[src/dma_defs.svh]
// Register offsets, field positions, reset values and timing counts for
// the two-channel transfer controller.
// Assumes inclusion by bare name from the design file.
//
// Overview of operation
// - Three-bit mode selects single-step, burst, demand, single-transfer or off.
// - Word-size bit: byte units step pointers by 1, words step by 2.
// - Enable alone arms a channel; enable plus trigger starts memory copies.
// - Hardware clears enable at terminal count; requests ignored while clear.
// - Trigger acts only in memory modes with enable set; reads zero.
// - Destination step: 00/11 hold, 01 increment, 10 decrement.
// - Source step: same coding as destination step.
// - Pointers are three bytes with 20 used bits; top bits read zero.
// - Single-step: one start, then CPU slot and transfer alternate.
// - Burst: one start runs all transfers back to back.
// - Single-transfer: one transfer per request rising edge; at most one edge is held pending.
// - Demand: transfers continue while the request pin stays high.
// - Transfers end after the transfer made with the count at zero; the count is not decremented.
// - Interrupt blocking only during demand transfers or whole bursts.
// - Channel 0 wins; other requests wait; bursts finish first.
// - Acknowledge low only during I/O transfers, never memory copies.
// - Bus cycle is three states plus programmed waits.
// - Memory copy: source waits on read, destination waits on write.
// - Memory to I/O uses the larger of both wait counts.
// - I/O to memory uses the memory write wait count.
`ifndef DMA_DEFS_SVH
`define DMA_DEFS_SVH

// Word index inside a channel's block
`define REG_MODE      4'h0
`define REG_STEP      4'h1
`define REG_SRC_LOW   4'h2
`define REG_SRC_MID   4'h3
`define REG_SRC_HIGH  4'h4
`define REG_DST_LOW   4'h5
`define REG_DST_MID   4'h6
`define REG_DST_HIGH  4'h7
`define REG_COUNT     4'h8
`define REG_WAIT      4'h9
// Address bit choosing channel, and bit choosing the status word
`define ADR_CH_BIT    6
`define ADR_STAT_BIT  7

// Fields of channel_mode
`define F_MODE_HI     7
`define F_MODE_LO     5
`define F_WORD        4
`define F_EN          3
`define F_TRIG        2
// Fields of pointer_update_control and of the wait register
`define F_DST_HI      5
`define F_DST_LO      4
`define F_SRC_HI      1
`define F_SRC_LO      0

// Mode codes
`define M_STEP        3'h0
`define M_DEM_IN      3'h1
`define M_DEM_OUT     3'h2
`define M_BURST       3'h4
`define M_ONE_IN      3'h5
`define M_ONE_OUT     3'h6

// Baseline clock states of one bus cycle (ld takes one off for the timer); idle acknowledge levels
`define BASE_STATES   4'h3
`define ACK_IDLE      2'h3

`endif

[src/dma_pkg.sv]
// Types shared by the transfer controller: channel record, phase
// encoding and the whole-state record.
// Assumes no other package.
`default_nettype none
package dma_pkg;

   typedef struct packed {
      logic [2:0]  mode;
      logic        word;
      logic        en;
      logic [1:0]  dstep;
      logic [1:0]  sstep;
      logic [19:0] src;
      logic [19:0] dst;
      logic [15:0] cnt;
      logic [1:0]  wsrc;
      logic [1:0]  wdst;
      logic        pend;
      logic        run;
   } chan_t;

   typedef enum logic [4:0] {
      ST_IDLE  = 5'b00001,
      ST_READ  = 5'b00010,
      ST_WRITE = 5'b00100,
      ST_FLY   = 5'b01000,
      ST_GAP   = 5'b10000
   } phase_t;

   typedef struct packed {
      chan_t [1:0] ch;
      phase_t      ph;
      logic        cur;
      logic [3:0]  tmr;
      logic [1:0]  rq_a;
      logic [1:0]  rq_b;
      logic [1:0]  rq_c;
      logic        dp_wr;
      logic        dp_rd;
      logic [7:0]  dp_adr;
      logic        ready;
      logic        resp;
      logic [31:0] rdata;
      logic [19:0] maddr;
      logic [15:0] mwdata;
      logic        mrd;
      logic        mwr;
      logic        mword;
      logic [1:0]  ack_n;
      logic        irq_block;
   } dma_t;

endpackage
`default_nettype wire

[src/dma_ctrl.sv]
// Two-channel transfer controller with an AHB-Lite register slave and a
// simple single-master memory port.
// Assumes mem_rdata is valid on the last state of a read cycle and that
// transfer_request_pin comes from outside the clock domain.
`timescale 1ns/100ps
`default_nettype none
`include "dma_defs.svh"

module dma_ctrl (
   input  wire logic              hclk,
   input  wire logic              hresetn,
   input  wire logic              hsel,
   input  wire logic [31:0]       haddr,
   input  wire logic [1:0]        htrans,
   input  wire logic              hwrite,
   input  wire logic [2:0]        hsize,
   input  wire logic [31:0]       hwdata,
   input  wire logic              hready,
   output logic                   hreadyout,
   output logic                   hresp,
   output logic [31:0]            hrdata,
   input  wire logic [1:0]        transfer_request_pin,
   output logic [1:0]             transfer_acknowledge_n,
   output logic [19:0]            mem_addr,
   output logic [15:0]            mem_wdata,
   input  wire logic [15:0]       mem_rdata,
   output logic                   mem_read,
   output logic                   mem_write,
   output logic                   mem_word,
   output logic                   irq_block
);
   import dma_pkg::*;

   dma_t q;
   dma_t n;
   logic [1:0] go;

   ////////////////////////////////////////////////////////////////////////
   // Mode decoding
   function automatic logic is_mm(input logic [2:0] m);
      return (m == `M_STEP) || (m == `M_BURST);
   endfunction

   function automatic logic is_dem(input logic [2:0] m);
      return (m == `M_DEM_IN) || (m == `M_DEM_OUT);
   endfunction

   function automatic logic is_one(input logic [2:0] m);
      return (m == `M_ONE_IN) || (m == `M_ONE_OUT);
   endfunction

   // I/O-to-memory codes both have the low mode bit set
   function automatic logic is_in(input logic [2:0] m);
      return (m == `M_DEM_IN) || (m == `M_ONE_IN);
   endfunction

   // Channel wants the bus; a cleared enable masks every request
   function automatic logic wants(input chan_t c, input logic lvl);
      return c.en && (is_mm(c.mode) || is_dem(c.mode) || is_one(c.mode))
         && (c.run || c.pend || (is_dem(c.mode) && lvl));
   endfunction

   // Pointer step by byte or word, up, down or held
   function automatic logic [19:0] step_ptr(input logic [19:0] p,
                                            input logic [1:0] f,
                                            input logic w);
      logic [19:0] d;
      d = {18'h0, w, ~w};
      case (f)
         2'b01:   return p + d;
         2'b10:   return p - d;
         default: return p;
      endcase
   endfunction

   // Timer load for a bus cycle of baseline states plus waits
   function automatic logic [3:0] ld(input logic [1:0] w);
      return (`BASE_STATES - 4'h1) + {2'h0, w};
   endfunction

   // Register read decode; pointer high bytes show only the used bits
   function automatic logic [31:0] rd_reg(input dma_t s,
                                          input logic [7:0] a);
      chan_t c;
      c = s.ch[a[`ADR_CH_BIT]];
      rd_reg = 32'h0;
      if (a[`ADR_STAT_BIT]) begin
         rd_reg = {27'h0, s.ch[1].run, s.ch[1].en, s.ch[0].run,
                   s.ch[0].en, (s.ph != ST_IDLE)};
      end else begin
         case (a[5:2])
            `REG_MODE:     rd_reg = {24'h0, c.mode, c.word, c.en, 3'h0};
            `REG_STEP:     rd_reg = {26'h0, c.dstep, 2'h0, c.sstep};
            `REG_SRC_LOW:  rd_reg = {24'h0, c.src[7:0]};
            `REG_SRC_MID:  rd_reg = {24'h0, c.src[15:8]};
            `REG_SRC_HIGH: rd_reg = {28'h0, c.src[19:16]};
            `REG_DST_LOW:  rd_reg = {24'h0, c.dst[7:0]};
            `REG_DST_MID:  rd_reg = {24'h0, c.dst[15:8]};
            `REG_DST_HIGH: rd_reg = {28'h0, c.dst[19:16]};
            `REG_COUNT:    rd_reg = {16'h0, c.cnt};
            `REG_WAIT:     rd_reg = {26'h0, c.wdst, 2'h0, c.wsrc};
            default:       rd_reg = 32'h0;
         endcase
      end
   endfunction

   ////////////////////////////////////////////////////////////////////////
   // Request qualifiers seen by the arbiter
   always_comb begin
      for (int i = 0; i < 2; i++) begin
         go[i] = wants(q.ch[i], q.rq_b[i]);
      end
   end

   ////////////////////////////////////////////////////////////////////////
   // Next-state: engine first, request capture and software last so that
   // a set landing with an engine clear is kept
   always_comb begin
      logic       sel;
      logic       c;
      logic [1:0] wmax;
      chan_t      k;
      sel  = 1'b0;
      c    = q.cur;
      wmax = 2'h0;
      k    = q.ch[q.cur];
      n    = q;
      n.rq_a = transfer_request_pin;
      n.rq_b = q.rq_a;
      n.rq_c = q.rq_b;

      case (q.ph)
         ST_IDLE: begin
            // A running burst keeps the bus until its count runs out
            if (q.ch[q.cur].run && q.ch[q.cur].mode == `M_BURST
                && go[q.cur]) begin
               sel = 1'b1;
            end else if (go[0]) begin
               sel = 1'b1;
               c   = 1'b0;
            end else if (go[1]) begin
               sel = 1'b1;
               c   = 1'b1;
            end
            if (sel) begin
               k = q.ch[c];
               n.cur = c;
               n.ch[c].pend = 1'b0;
               n.mword = k.word;
               if (is_mm(k.mode)) begin
                  n.ch[c].run = 1'b1;
                  n.ph = ST_READ;
                  n.maddr = k.src;
                  n.mrd = 1'b1;
                  n.tmr = ld(k.wsrc);
               end else begin
                  wmax = (k.wsrc > k.wdst) ? k.wsrc : k.wdst;
                  n.ph = ST_FLY;
                  n.ack_n[c] = 1'b0;
                  n.maddr = is_in(k.mode) ? k.dst : k.src;
                  n.mwr = is_in(k.mode);
                  n.mrd = ~is_in(k.mode);
                  n.tmr = is_in(k.mode) ? ld(k.wdst) : ld(wmax);
               end
            end
         end
         ST_READ: begin
            if (q.tmr == 4'h0) begin
               n.mwdata = mem_rdata;
               n.mrd = 1'b0;
               n.mwr = 1'b1;
               n.maddr = k.dst;
               n.tmr = ld(k.wdst);
               n.ph = ST_WRITE;
            end else begin
               n.tmr = q.tmr - 4'h1;
            end
         end
         ST_WRITE, ST_FLY: begin
            if (q.tmr == 4'h0) begin
               n.mrd = 1'b0;
               n.mwr = 1'b0;
               n.ack_n = `ACK_IDLE;
               n.ch[q.cur].src = step_ptr(k.src, k.sstep, k.word);
               n.ch[q.cur].dst = step_ptr(k.dst, k.dstep, k.word);
               n.ph = ST_IDLE;
               if (k.cnt == 16'h0) begin
                  n.ch[q.cur].en = 1'b0;
                  n.ch[q.cur].run = 1'b0;
               end else begin
                  n.ch[q.cur].cnt = k.cnt - 16'h1;
                  // CPU gets one bus cycle before the next step
                  if (k.mode == `M_STEP) begin
                     n.ph = ST_GAP;
                     n.tmr = ld(2'h0);
                  end
               end
            end else begin
               n.tmr = q.tmr - 4'h1;
            end
         end
         ST_GAP: begin
            if (q.tmr == 4'h0) begin
               n.ph = ST_IDLE;
            end else begin
               n.tmr = q.tmr - 4'h1;
            end
         end
         default: begin
            n.ph = ST_IDLE;
         end
      endcase

      // Rising request edges latch a start; set beats the arbiter's clear
      for (int i = 0; i < 2; i++) begin
         if (q.ch[i].en && q.rq_b[i] && !q.rq_c[i]
             && (is_mm(q.ch[i].mode) || is_one(q.ch[i].mode))) begin
            n.ch[i].pend = 1'b1;
         end
      end

      // Register writes, data phase of the previous transfer
      if (q.dp_wr && !q.dp_adr[`ADR_STAT_BIT]) begin
         c = q.dp_adr[`ADR_CH_BIT];
         case (q.dp_adr[5:2])
            `REG_MODE: begin
               n.ch[c].mode = hwdata[`F_MODE_HI:`F_MODE_LO];
               n.ch[c].word = hwdata[`F_WORD];
               n.ch[c].en   = hwdata[`F_EN];
               if (!hwdata[`F_EN]) begin
                  n.ch[c].run  = 1'b0;
                  n.ch[c].pend = 1'b0;
               end
               // Trigger is a strobe, never stored
               if (hwdata[`F_TRIG] && hwdata[`F_EN]
                   && is_mm(hwdata[`F_MODE_HI:`F_MODE_LO])) begin
                  n.ch[c].pend = 1'b1;
               end
            end
            `REG_STEP: begin
               n.ch[c].dstep = hwdata[`F_DST_HI:`F_DST_LO];
               n.ch[c].sstep = hwdata[`F_SRC_HI:`F_SRC_LO];
            end
            `REG_SRC_LOW:  n.ch[c].src[7:0]   = hwdata[7:0];
            `REG_SRC_MID:  n.ch[c].src[15:8]  = hwdata[7:0];
            `REG_SRC_HIGH: n.ch[c].src[19:16] = hwdata[3:0];
            `REG_DST_LOW:  n.ch[c].dst[7:0]   = hwdata[7:0];
            `REG_DST_MID:  n.ch[c].dst[15:8]  = hwdata[7:0];
            `REG_DST_HIGH: n.ch[c].dst[19:16] = hwdata[3:0];
            `REG_COUNT:    n.ch[c].cnt        = hwdata[15:0];
            `REG_WAIT: begin
               n.ch[c].wdst = hwdata[`F_DST_HI:`F_DST_LO];
               n.ch[c].wsrc = hwdata[`F_SRC_HI:`F_SRC_LO];
            end
            default: ;
         endcase
      end

      // Reads answer one cycle late so a write just before is visible
      n.dp_wr = 1'b0;
      if (q.dp_rd) begin
         n.rdata = rd_reg(q, q.dp_adr);
         n.ready = 1'b1;
         n.dp_rd = 1'b0;
      end
      if (hsel && htrans[1] && hready) begin
         n.dp_adr = haddr[7:0];
         n.dp_wr  = hwrite;
         n.dp_rd  = ~hwrite;
         n.ready  = hwrite;
      end

      // CPU interrupts held off during bursts and demand transfers
      n.irq_block = (n.ph != ST_IDLE && n.ph != ST_GAP
                     && is_dem(n.ch[n.cur].mode))
                    || (n.ch[n.cur].run && n.ch[n.cur].mode == `M_BURST);
   end

   ////////////////////////////////////////////////////////////////////////
   // State register
   always_ff @(posedge hclk or negedge hresetn) begin
      if (!hresetn) begin
         q       <= '0;
         q.ph    <= ST_IDLE;
         q.ready <= 1'b1;
         q.ack_n <= `ACK_IDLE;
      end else begin
         q <= n;
      end
   end

   // Outputs straight from the state register
   assign hreadyout              = q.ready;
   assign hresp                  = q.resp;
   assign hrdata                 = q.rdata;
   assign transfer_acknowledge_n = q.ack_n;
   assign mem_addr               = q.maddr;
   assign mem_wdata              = q.mwdata;
   assign mem_read               = q.mrd;
   assign mem_write              = q.mwr;
   assign mem_word               = q.mword;
   assign irq_block              = q.irq_block;

   logic xfer_end;
   assign xfer_end = (q.ph == ST_WRITE || q.ph == ST_FLY) && q.tmr == 4'h0;
endmodule
`default_nettype wire

[config.mk]
export PLATFORM = sky130hd
export DESIGN_NAME = dma_ctrl
export DESIGN_NICKNAME = d
export VERILOG_FILES = /design/src/dma_pkg.sv /design/src/dma_ctrl.sv
export VERILOG_INCLUDE_DIRS = /design/src
export SDC_FILE = /design/constraint.sdc
export NUM_CORES = 1
export LEC_CHECK = 0
export BUFFER_PORTS_ARGS = -buffer_cell sky130_fd_sc_hd__buf_2
export CORE_MARGIN = 2
export CORE_UTILIZATION = 60
export DETAILED_ROUTE_END_ITERATION = 10
export PLACE_DENSITY = 0.81
export REMOVE_ABC_BUFFERS = 1
export SLEW_MARGIN = 10
export SYNTH_ARGS = -nofsm -noshare
export SYNTH_HDL_FRONTEND = slang
export SYNTH_SLANG_ARGS = --single-unit
export TNS_END_PERCENT = 10
[constraint.sdc]
create_clock -name hclk -period 6.4 [get_ports hclk]
set_input_delay 0.32 -clock hclk [delete_from_list [all_inputs] [get_ports hclk]]
set_output_delay 0.32 -clock hclk [all_outputs]
set_load 0.03 [all_outputs]
Word-level counts from Yosys, hierarchy flattened:

Cells that the tools add are included.

* register bits: 243
* word-level logic and storage cells: 323

* bitwise operators: 5
* reductions and logical operators: 70
* equal/unequal tests: 46
* $lt $le $gt $ge: 8
* multiplexer cells: 142
* $add $sub $neg: 10

Operator list (number)
* $bwmux 142: 24
* $demux 71 s1: 23
* $pmux 142 s10: 1
* $mux 142: 7
* $mux 71: 9
* $pmux 142 s2: 1
* $pmux 16 s10: 1
* $mux 152: 1
* $mux 147: 1
* $mux 20: 7
* $mux 67: 2
* $mux 62: 2
* $pmux 20 s2: 3
* $mux 42: 2
* $mux 38: 2
* $mux 68: 1
* $mux 66: 1
* $mux 64: 1
* $mux 58: 1
* $mux 50: 1
* $mux 22: 2
* $add 20x2->20: 2
* $sub 20x2->20: 2
* $eq 3x3->1 const B: 11
* other kinds (54): 173

Logic depth before layout (Yosys ltp):

* depth after elaboration: 39
* depth in mapped cells: 27
* gate-level depth less buffers: 15

Worst setup path before layout:

No wires, ideal clock.

* path kind: register -> register
* from: reg q[96] in the netlist's numbering
* to: reg q[231] in the netlist's numbering
* period minus slack after synthesis: 5.847 ns
* data arrival time: 5.765 ns
* path slack: 0.553 ns
* cell stages (with the launch flop): 27
* cell sequence: dfrtp_1 > buf_6 > buf_8 > buf_8 > buf_6 > buf_4 > buf_2 > buf_2 > buf_2 > buf_2 > mux2i_1 > ha_1 > buf_2 > buf_1 > buf_1 > clkbuf_1 > nand2_1 > fa_1 > nor2b_1 > o31a_1 > o21ai_0 > a311oi_1 > nor2_1 > a21oi_1 > a211oi_1 > a31o_2 > a31oi_1

RTL lines
* start: declaration: RTL line dma_ctrl.sv:34 `dma_t q;`
* start signal: assignment: RTL line dma_ctrl.sv:288 `q <= n;`

==> impl_metrics.ini <==
[status]
outcome = completed

[clock_network]
cts_buffers = 27
post_cts_buffers = 0
h_tree_depth = 1
clock_insertion_delay_worst_skew_ns = 0.56
hold_bufs_at_cts = 31
cts_tree = done
cts_repair_resized_insts = 0
cts.reportedPaths.clkPinSlew_ns = 0.06
ctsLongestPathBuffers = 3
clockRootBuffer = sky130_fd_sc_hd__clkbuf_16
clock_sink_count = 225

[placement]
post-place-ws_ns = 1.504
place.gp.congestion = 1.049
place_hpwl_um = 38340
io_buffers = 104

[synth]
post-synth-top-area-fraction_pct = 33.93
yosys_register_bits = 225
largest_area_contributor_in_the_synthesized_netlist = sky130_fd_sc_hd__dfrtp_1
synth_adder_area_share_pct = 2.149
synthArstFlopShare_pct = 100.0
synth_edf_count = 0
ys.flop_type = sky130_fd_sc_hd__dfrtp_1
synthCells = 1954
netlist_area_um2 = 16300
fraction_of_the_mapped_netlist_area_in_simple_logic_gates_pct = 19.66
synth_mux_area_share_pct = 12.87
synth_warn = 0
post_synth.cell_area_avg_um2 = 8.342
ys_top_cells_by_count = sky130_fd_sc_hd__nand2_1 (331), sky130_fd_sc_hd__dfrtp_1 (221), sky130_fd_sc_hd__nor2_1 (153), sky130_fd_sc_hd__o21ai_0 (153), sky130_fd_sc_hd__a21oi_1 (117)
synth_xor_area_share_pct = 4.084
synth_seq_area_share_pct = 34.57
synth_compound_area_share_pct = 19.42
synth_top_family_by_area = simple AND/OR/NAND/NOR gates
yosys-top-cells-area = sky130_fd_sc_hd__dfrtp_1 (34%), sky130_fd_sc_hd__nand2_1 (7.6%), sky130_fd_sc_hd__mux2_2 (5.7%), sky130_fd_sc_hd__mux2i_1 (5.2%), sky130_fd_sc_hd__o21ai_0 (4.7%)
ys_types = 88
post-synth-top-count-cell = sky130_fd_sc_hd__nand2_1

[worst_hold_path]
hold_path_class = input port to register
worst_hold_path.endpoint = q[119]
min_path_cells = 3
hp-start = hwdata[11]

[power]
power.share.clock_pct = 16.9
power_switching_uw = 4299
comb_power_share_pct = 52.1
total_leakage_power_uw = 0.006869
power.sequential.fraction_pct = 31.0
pwr_cell_area_nw_per_um2 = 504.3
vdd.ir_drop.worst_mv = 0.2670
design_internal_power_uw = 4591
swShare_pct = 48.36

[finish]
fin_util_pct = 65.77
final_net_count = 2088
areaGrowthSynthToFinish_pct = 8.145
final_layout_size_suffix_gt1_share_pct = 15.83
insertedDiodeCount = 0

[worst_setup_path]
timing.critical_path.max_delay_family = compound AO/OA/AOI/OAI gates
cp.arrival_ns = 5.51
cp_slowest_stage_delay_ns = 1.01
setup.worst_path.start_class = register
rr_endpoint = q[233]
worstRegToRegCells = 12
cp.required_ns = 6.84
crit_path_top_delay_cell = sky130_fd_sc_hd__dfrtp_4
worst_r2r_startpoint = q[96]
crit_chain = mux2i_1 > ha_1 > ha_1 > nor2b_1 > o31a_1 > o21ai_0 > a311oi_1 > or4_1 > a31oi_1 > xor2_1 > o21ai_0 > a31o_2
crit_path_end_kind = register
ff2ff_setup_slack_ns = 1.33
critical_path_peak_fanout = 64
criticalPathCategory = register to register
path_buf_inv = 0

[sta]
postLayoutSetupSlackWorst_ns = 1.326
worst_slew_slack_as_a_fraction_of_its_limit_pct = 25.75
max_clock_freq_mhz = 197.1
grt_setup_unrepaired = no
period_minus_slack_ns = 5.074
fin_crit_sh_pct = 79.28
setup_violations = 0
worst-slew-pin-transition_ns = 1.113
maxSlewViolCount = 0
hold_viol = 0
max_clock_skew_ns = 0.01447

[floorplanning]
fp.dieW_um = 168.8
num_io_pins = 168
core_area_um2 = 26800
floorplan.die.height_um = 168.8
start_util_pct = 60.82
fp.dieArea_um2 = 28500
fp-row-count = 60

[drt]
post_detailed_route_count_of_antenna_violating_nets = 0
routed_wirelength_um = 55750
vias = 15690
drt-vias-per-instance = 6.729
route.detailed.wl_per_inst_um = 23.92
initialDrtViolationCount = 1806
drc = 0
drtPass1Iterations = 6

[grt]
number_of_antenna_violations_at_the_first_check_in_global_routing = 0
gr-usage-all-layers_pct = 38.84
grt_overflow = 0
number_of_global_route_vias_before_repair = 14850
maximum_number_of_pins_on_one_net_before_global_route_repair = 121
grt_pass1_wl_um = 85920

[run]
max-cap-violations = 0
==> area by class of cell <==
cell class	instances	area (um2)
Clock inverter	7	75.07
Tap cell	341	426.7
Multi-Input combinational cell	1525	9567
Clock buffer	42	782.0
Fill cell	2213	9174
Sequential cell	225	5639
Timing Repair Buffer	158	1013
Inverter	33	123.9
==> worst max-delay path by stage <==
stage / to / slack [ns] / depth (start not counted) / start
3_3_place_gp: q[209] / 1.63 / 13 / q[96]
2_1_floorplan: q[163] / -0.51 / 11 / q[96]
4_1_cts: q[233] / 1.46 / 12 / q[96]
6_report: q[233] / 1.33 / 12 / q[96]
3_5_place_dp: q[233] / 1.50 / 12 / q[96]
5_1_grt: q[231] / 1.03 / 14 / q[96]
==> cell usage in the layout, fill, tap and decap left out, drive strengths merged, types with 22 or more instances in the layout <==
cell type and n:
nand2 331, dfrtp 221, o21ai 158, nor2 155
buf 127, a21oi 119, mux2i 91, mux2 86
nand3 65, nor3 51, xnor2 42, clkbuf 42
o22ai 41, xor2 34, inv 32, dlygate4sd3 31
a31oi 28, a22oi 27, ha 24, nand2b 22
==> through the flow <==
stage	TNS [ns]	hold slack, ns	power, uW	area [um2]	std cells
after floorplan	-3.874	0.02441	5767	15310	1783
after global routing	0	0.02160	9368	17630	2331
after global placement	0	0.3396	7040	16460	2251
after detailed placement	0	0.3387	7189	16460	2251
after CTS	0	0.01256	8734	17630	2331
final	0	0.02029	8889	17630	2331
==> layer usage <==
| layer | routed length (um) | vias to the layer above | GRT usage [%] |
|---|---|---|---|
| met3 | 6080 | 210 | 7.669 |
| met1 | 21680 | 7528 | 51.93 |
| met5 | 0 | - | 0 |
| li1 | - | 6944 | - |
| met4 | 3212 | 0 | 19.60 |
| met2 | 24780 | 1003 | 60.46 |
==> power groups by stage <==
| stage | combinational [uW] | clock [uW] | sequential [uW] |
|---|---|---|---|
| after floorplan | 3140 | 0 | 2630 |
| after global placement | 4350 | 0 | 2690 |
| after detailed placement | 4480 | 0 | 2710 |
| after CTS | 4530 | 1510 | 2690 |
| after global routing | 5030 | 1570 | 2770 |
| final | 4630 | 1500 | 2750 |
==> tightest hold or removal path, stage by stage <==
cell                      delay (ns)
sky130_fd_sc_hd__buf_2          0.10
sky130_fd_sc_hd__nand2_1        0.05
sky130_fd_sc_hd__o21ai_0        0.07
==> cells by family (layout without fill, tap and decap cells) <==
| group | Yosys count | count (layout) |
|---|---|---|
| xor+xnor | 76 | 76 |
| flops | 225 | 225 |
| mux | 184 | 184 |
| buf+inv | 220 | 240 |
| other cells | 1 | 17 |
| compound gates | 500 | 500 |
| simple gates | 721 | 721 |
| fa+ha+maj | 27 | 27 |
==> state kept, by name (all words and copies together) (netlist names), 2 cells and up <==
name                    cells
hrdata                     16
q                         162
transfer_acknowledge_n      2
n                           4
mem_addr                   20
mem_wdata                  16
No activity file was read; power rests on OpenSTA's default activity.
